### config.mk
export PLATFORM = sky130hd
export DESIGN_NAME = garage_door_controller
export DESIGN_NICKNAME = d
export VERILOG_FILES = /design/src/core/garage_door_pkg.sv /design/src/core/garage_door_controller.sv /design/src/core/input_sync.sv
export VERILOG_INCLUDE_DIRS = /design/src /design/src/core
export SDC_FILE = /design/constraint.sdc
export NUM_CORES = 1
export LEC_CHECK = 0
export CORE_MARGIN = 2
export CORE_UTILIZATION = 40
export DETAILED_ROUTE_END_ITERATION = 6
export DONT_BUFFER_PORTS = 1
export SKIP_CTS_REPAIR_TIMING = 1
export SLEW_MARGIN = 20
export SYNTH_ARGS = -nofsm -noshare
export SYNTH_HDL_FRONTEND = slang
export SYNTH_SLANG_ARGS = --single-unit
### constraint.sdc
create_clock -name CLK -period 3.31 [get_ports CLK]
set_input_delay 0.331 -clock CLK [delete_from_list [all_inputs] [get_ports CLK]]
set_output_delay 0.331 -clock CLK [all_outputs]
set_load 0.01 [all_outputs]
### src/core/garage_door_cfg.svh
/*
  Timing constants for the garage door controller.
  Assumes a 100 MHz clock on CLK.
*/
`ifndef GARAGE_DOOR_CFG_SVH
`define GARAGE_DOOR_CFG_SVH
`define CLK_PERIOD_NS      10
`define CLK_PERIOD_PS      10000
`define LAMP_TICK_MS       100
`define LAMP_TICK_CYCLES   ((`LAMP_TICK_MS * 1000000) / (`CLK_PERIOD_PS / 1000))
`define LAMP_TICK_COUNTS   1800
`define LAMP_TICK_W        24
`define LAMP_COUNT_W       11
`endif

### src/core/garage_door_pkg.sv
/*
  Types shared by the garage door controller.
  Assumes nothing of its surroundings.
*/
package garage_door_pkg;
  typedef enum logic [2:0] {
    DOOR_DOWN,
    PUSH_UP_WAIT,
    RAISING,
    DOOR_UP,
    PUSH_DOWN_WAIT,
    LOWERING
  } door_state_t;
endpackage : garage_door_pkg

### src/core/garage_door_controller.sv
/*
  Garage door controller: door sequence with a parallel safety lamp.
  Assumes switch inputs are asynchronous and the motor honours the two commands.
*/
`timescale 1ns/1ps
`include "garage_door_cfg.svh"

// What this block does
// - Powerup starts in door-down, door closed.
// - Press then release from down starts raising.
// - Raise command only while raising.
// - Up limit ends raising into door-up.
// - Press-release from up starts lowering; lower command.
// - Down limit ends lowering into door-down.
// - Wait-state release also sets lamp state.
// - Lamp output follows lamp state.
// - Lamp clears itself after three minutes.
// - Lamp runs in parallel with door sequence.
// - Initial state differs only at powerup.
// - Lamp timer counts 1800 tenths of second.
// - Transition leaves origin, enters target next cycle.
module garage_door_controller
(
  // Clock and reset.
  input  wire logic CLK,
  input  wire logic RST,
  // Switch inputs.
  input  wire logic DOOR_BUTTON,
  input  wire logic UP_LIMIT,
  input  wire logic DOWN_LIMIT,
  // Motor and lamp outputs.
  output logic      RAISE_CMD,
  output logic      LOWER_CMD,
  output logic      LAMP_OUT
);
  import garage_door_pkg::*;

  localparam int unsigned TICK_CYCLES = `LAMP_TICK_CYCLES;
  localparam logic [`LAMP_TICK_W-1:0]  TICK_LAST  = `LAMP_TICK_W'(TICK_CYCLES - 1);
  localparam logic [`LAMP_COUNT_W-1:0] COUNT_LAST = `LAMP_COUNT_W'(`LAMP_TICK_COUNTS - 1);

  logic                     door_button;
  logic                     up_limit;
  logic                     down_limit;
  door_state_t              state;
  door_state_t              next_state;
  logic                     lamp_state;
  logic                     next_lamp_state;
  logic [`LAMP_TICK_W-1:0]  tick;
  logic [`LAMP_TICK_W-1:0]  next_tick;
  logic [`LAMP_COUNT_W-1:0] count;
  logic [`LAMP_COUNT_W-1:0] next_count;
  logic                     lamp_timer_done;
  logic                     lamp_set;
  logic                     next_raise;
  logic                     next_lower;

  // ****************************************
  // Input synchronisers.
  // ****************************************
  input_sync u_sync_button (.clk(CLK), .rst(RST), .din(DOOR_BUTTON), .dout(door_button));
  input_sync u_sync_up     (.clk(CLK), .rst(RST), .din(UP_LIMIT),    .dout(up_limit));
  input_sync u_sync_down   (.clk(CLK), .rst(RST), .din(DOWN_LIMIT),  .dout(down_limit));

  // ****************************************
  // Door sequence.
  // ****************************************
  always_comb
  begin
    next_state = state;
    lamp_set   = 1'b0;
    case (state)
      DOOR_DOWN:
      begin
        if (door_button)
        begin
          next_state = PUSH_UP_WAIT;
        end
      end
      PUSH_UP_WAIT:
      begin
        if (!door_button)
        begin
          next_state = RAISING;
          lamp_set   = 1'b1;
        end
      end
      RAISING:
      begin
        if (up_limit)
        begin
          next_state = DOOR_UP;
        end
      end
      DOOR_UP:
      begin
        if (door_button)
        begin
          next_state = PUSH_DOWN_WAIT;
        end
      end
      PUSH_DOWN_WAIT:
      begin
        if (!door_button)
        begin
          next_state = LOWERING;
          lamp_set   = 1'b1;
        end
      end
      LOWERING:
      begin
        if (down_limit)
        begin
          next_state = DOOR_DOWN;
        end
      end
      default:
      begin
        next_state = DOOR_DOWN;
      end
    endcase
    next_raise = (next_state == RAISING);
    next_lower = (next_state == LOWERING);
  end

  always_ff @(posedge CLK or posedge RST)
  begin
    if (RST)
    begin
      state     <= DOOR_DOWN;
      RAISE_CMD <= 1'b0;
      LOWER_CMD <= 1'b0;
    end
    else
    begin
      state     <= next_state;
      RAISE_CMD <= next_raise;
      LOWER_CMD <= next_lower;
    end
  end

  // ****************************************
  // Safety lamp, a parallel process.
  // ****************************************
  assign lamp_timer_done = lamp_state && (count == COUNT_LAST) && (tick == TICK_LAST);

  always_comb
  begin
    next_lamp_state = lamp_state;
    next_tick       = tick;
    next_count      = count;
    if (lamp_state)
    begin
      if (tick == TICK_LAST)
      begin
        next_tick  = '0;
        next_count = count + 1'b1;
      end
      else
      begin
        next_tick = tick + 1'b1;
      end
    end
    if (lamp_timer_done)
    begin
      next_lamp_state = 1'b0;
      next_tick       = '0;
      next_count      = '0;
    end
    if (lamp_set && !lamp_state)
    begin
      next_lamp_state = 1'b1;
      next_tick       = '0;
      next_count      = '0;
    end
    else if (lamp_set)
    begin
      next_lamp_state = 1'b1;
    end
  end

  always_ff @(posedge CLK or posedge RST)
  begin
    if (RST)
    begin
      lamp_state <= 1'b0;
      tick       <= '0;
      count      <= '0;
      LAMP_OUT   <= 1'b0;
    end
    else
    begin
      lamp_state <= next_lamp_state;
      tick       <= next_tick;
      count      <= next_count;
      LAMP_OUT   <= next_lamp_state;
    end
  end

  // ****************************************
  // Checks.
  // ****************************************
  property p_cmd_exclusive;
    @(posedge CLK) disable iff (RST) !(RAISE_CMD && LOWER_CMD);
  endproperty
  a_cmd_exclusive: assert property (p_cmd_exclusive) else $error("raise and lower both active");

  property p_raise_state;
    @(posedge CLK) disable iff (RST) RAISE_CMD == (state == RAISING);
  endproperty
  a_raise_state: assert property (p_raise_state) else $error("raise command mismatch");

  property p_lower_state;
    @(posedge CLK) disable iff (RST) LOWER_CMD == (state == LOWERING);
  endproperty
  a_lower_state: assert property (p_lower_state) else $error("lower command mismatch");

  property p_up_press;
    @(posedge CLK) disable iff (RST) (state == DOOR_DOWN && door_button) |=> state == PUSH_UP_WAIT;
  endproperty
  a_up_press: assert property (p_up_press) else $error("press from down not taken");

  property p_down_press;
    @(posedge CLK) disable iff (RST) (state == DOOR_UP && door_button) |=> state == PUSH_DOWN_WAIT;
  endproperty
  a_down_press: assert property (p_down_press) else $error("press from up not taken");

  property p_raise_start;
    @(posedge CLK) disable iff (RST)
      (state == PUSH_UP_WAIT && !door_button) |=> (state == RAISING && RAISE_CMD && lamp_state);
  endproperty
  a_raise_start: assert property (p_raise_start) else $error("release did not start raising");

  property p_up_limit;
    @(posedge CLK) disable iff (RST) (state == RAISING && up_limit) |=> (state == DOOR_UP && !RAISE_CMD);
  endproperty
  a_up_limit: assert property (p_up_limit) else $error("up limit ignored");

  property p_down_limit;
    @(posedge CLK) disable iff (RST)
      (state == LOWERING && down_limit) |=> (state == DOOR_DOWN && !LOWER_CMD);
  endproperty
  a_down_limit: assert property (p_down_limit) else $error("down limit ignored");

  property p_lamp_out;
    @(posedge CLK) disable iff (RST) LAMP_OUT == lamp_state;
  endproperty
  a_lamp_out: assert property (p_lamp_out) else $error("lamp output mismatch");

  property p_lamp_expire;
    @(posedge CLK) disable iff (RST) (lamp_timer_done && !lamp_set) |=> !lamp_state;
  endproperty
  a_lamp_expire: assert property (p_lamp_expire) else $error("lamp did not expire");

  property p_lamp_hold;
    @(posedge CLK) disable iff (RST) ($rose(lamp_state)) |-> (count == 0 && tick == 0);
  endproperty
  a_lamp_hold: assert property (p_lamp_hold) else $error("lamp timer not cleared on start");
endmodule : garage_door_controller

### src/core/input_sync.sv
/*
  Three-stage synchroniser with agreement filter for one switch input.
  Assumes the input is asynchronous to CLK.
*/
`timescale 1ns/1ps
module input_sync
(
  // Clock and reset.
  input  wire logic clk,
  input  wire logic rst,
  // Raw input and filtered result.
  input  wire logic din,
  output logic      dout
);
  logic [2:0] stage;
  logic [2:0] next_stage;
  logic       next_dout;

  always_comb
  begin
    next_stage = {stage[1:0], din};
    next_dout  = dout;
    if (stage[1] == stage[2])
    begin
      next_dout = stage[2];
    end
  end

  always_ff @(posedge clk or posedge rst)
  begin
    if (rst)
    begin
      stage <= 3'h0;
      dout  <= 1'b0;
    end
    else
    begin
      stage <= next_stage;
      dout  <= next_dout;
    end
  end
endmodule : input_sync

==> results by group <==
Status
  – Status: finished with violations
  – Failing checks: hold timing

Placement
  – GPL Wtd Cong: approximately 0.8
  – Port Buffer Count: 0
  – Placed Cells: approximately 320
  – Detailed placement HPWL: 3126 um

Floorplanning
  – Die Area: just over 7000 um2
  – Initial core utilization: between 40 and 50%
  – Die Width: approximately 85 um
  – Num rows: 29
  – Core Box Area: between 6000 and 7000 um2
  – DIE HEIGHT: between 80 and 90 um
  – # IOs: 8

Detailed routing
  – Drt pass-1 iters: 4
  – Total wire length: between 4000 and 5000 um
  – Final ANT Viol Nets: 0
  – DRC errors left: 0
  – Drt wl/cell: 14.34 um
  – Initial DRC count: roughly 180
  – DR vias: around 1900
  – Vias per std cell: 5.609

STA
  – Hold slack: -21.79 ps
  – Relative slew slack: between 50 and 60%
  – Final min period: ~2500 ps
  – Peak Freq: ~400 MHz
  – Worst-Margin Slew: between 700 and 800 ps
  – Setup-failing EPs final: 0
  – Fin Setup TNS: 0 ps
  – RSZ-0062 raised after global routing: false
  – Final worst path period share: between 70% and 80%
  – Final Hold Vio Count: about 50
  – Max-slew violation count: 0
  – Setup skew after layout: about 12 ps

Global routing
  – Congestion Overflow GR: 0
  – Initial antenna violation count: 0
  – Pin count of the biggest net entering global routing: 54
  – GRT Util Overall: between 10% and 20%
  – First-pass GRT wire length: 8666 um
  – Most used routing layer in global routing: met2
  – Met1 Use GR: between 20% and 30%
  – Grt met3 use: under 10%
  – Met2 global-route usage: between 20 and 25%
  – Number of global-route vias before repair: roughly 1800

Logic synthesis
  – Instance count of the mapped netlist: ~250
  – Post-synthesis async set-or-reset flop share: 100.0%
  – Synth top area cells: dfrtp_1, xnor2_1, nand3_1, nand2_1, nor2_1
  – Predominant post-synthesis flop cell: dfrtp_1
  – Seq cells post-synth: 53
  – Netlist cell types: between 40 and 50
  – Synth top area share: between 50% and 60%
  – Area leader, netlist: dfrtp_1
  – Warnings from Yosys: 0
  – Sequential area share after synthesis: 51.16%
  – Mapped Area: around 2600 um2
  – Post-synthesis net count: approximately 260
  – Post-synthesis area per instance: slightly above 10 um2
  – Number of synthesized flops with an enable pin: 0

Power
  – Combinational share of power: about 16%
  – Clock power share: 26.5%
  – Register share of total power: 57.8%
  – Internal: slightly below 1 mW
  – Peak VDD IR: 0.3459 mV
  – PwrDens: 528.2 nW/um2
  – Leak: between 1 and 1.5 nW
  – Switching Fraction: 32.55%
  – Total Power: 1.451 mW
  – Switch Pwr: around 0.47 mW

Final layout
  – N_diodes: 0
  – Finished Layout Cells: 330
  – Most frequent cells in the layout: dfrtp_1, nand2_1, nor2_1
  – Final nets: ~260
  – Share of layout cells above drive strength 1: between 6 and 7%
  – Area grow syn2layout: 5.985%
  – Commonest non-fill, non-tap cell in the layout: dfrtp_1

Critical path
  – Worst Setup SP: tick[0]$_DFFE_PP0P_
  – Worst r2r src: tick[0]$_DFFE_PP0P_
  – Crit Path Category: register to register
  – Worst path required time: about 3500 ps
  – Arrival @ worst endpoint: roughly 2700 ps
  – CP Capture Type: register
  – Max FO, Critical Path: 18
  – Startpoint Class: register

Hold path
  – Hold crit path type: input port to asynchronous set/reset pin

Clock tree
  – Clock root cell: clkbuf_8
  – CTS tree: done
  – Worst-Skew Late Latency: slightly above 300 ps
  – Longest Clk Path Bufs: 2
  – Clock transition at path regs: roughly 100 ps
  – H-tree depth: 2
  – Clock sink total: 53
  – Num CTS Buffers: 5

Run
  – Max cap viols: 0
-- Yosys cell counts (4+ instances only) --
library cell / n
xnor2_1: 16
xor2_1: 4
and3_1: 5
nor3_1: 7
mux2i_1: 4
and4_1: 4
nor2_1: 19
clkbuf_1: 4
nor4_1: 10
a21oi_1: 12
nand2_1: 22
inv_1: 10
nand3_1: 17
a22o_1: 4
o21ai_0: 10
dfrtp_1: 53
nand4_1: 6
-- final timing paths --
kind                                                       end  slack [ps]  depth (start not counted)
min in group CLK                  u_sync_up.stage[0]$_DFF_PP0_          30                          0
worst max-delay path                      tick[21]$_DFFE_PP0P_         810                          6
worst max register to register            tick[21]$_DFFE_PP0P_         810                          6
worst min register to register  u_sync_down.stage[1]$_DFF_PP0_         350                          0
worst min-delay path                      count[3]$_DFFE_PP0P_         -20                          1
max in group asynchronous                  tick[8]$_DFFE_PP0P_        2840                          2
-- worst max-delay path, cell delays in order (launching register included) --
cell	delay [ps]
dfrtp_1	410
ha_1	220
nand2_1	190
or4_4	640
o31ai_4	670
or4_1	200
nand2_1	50
-- power by group through the flow --
stage / registers [mW] / logic, mW / clock network, mW
floorplan: 0.816 / 0.205 / 0
global placement: 0.848 / 0.224 / 0
detailed placement: 0.852 / 0.229 / 0
CTS: 0.840 / 0.229 / 0.396
global route: 0.857 / 0.269 / 0.420
finish: 0.839 / 0.227 / 0.385
-- logic make-up after synthesis --
logic type      after synthesis  synth area share [%]
simple gates                108                 23.70
mux                           5                 1.979
xor+xnor                     20                 6.756
flops                        53                 51.16
fa+ha+maj                     5                 2.123
compound gates               42                 10.76
buf+inv                      18                 3.523
-- per-stage QoR --
step                hold slack (ps)  util, %  area [um2]  worst slack [ps]
finish                       -21.79    43.52        2748             811.6
global route                  10.99    43.52        2748             587.8
CTS                           4.004    43.52        2748             795.3
detailed placement            335.6    42.01        2653             806.2
global placement              332.0    41.97        2650             857.8
floorplan                     331.2        -        2592              1091
-- area by class of cell --
cell class,instances,area (um2)
Sequential cell,53,1326
Clock inverter,3,26.28
Timing Repair Buffer,2,15.01
Fill cell,622,3566
Inverter,10,40.04
Multi-Input combinational cell,180,1175
Clock buffer,5,68.82
Tap cell,77,96.34
-- registers in the layout, summed over array words and instances, names as in the netlist --
| name | cells |
|---|---|
| LOWER_CMD | 1 |
| RAISE_CMD | 1 |
| count | 11 |
| lamp_state | 1 |
| state | 3 |
| tick | 24 |
| u_sync_button.dout | 1 |
| u_sync_button.stage | 3 |
| u_sync_down.dout | 1 |
| u_sync_down.stage | 3 |
| u_sync_up.dout | 1 |
| u_sync_up.stage | 3 |
-- layer usage --
metal / wire (um) / up-vias
li1: - / 911
met5: 0 / -
met4: 75 / 0
met2: 2160 / 33
met3: 146 / 6
met1: 2350 / 901
No activity file was read; power rests on OpenSTA's default activity.
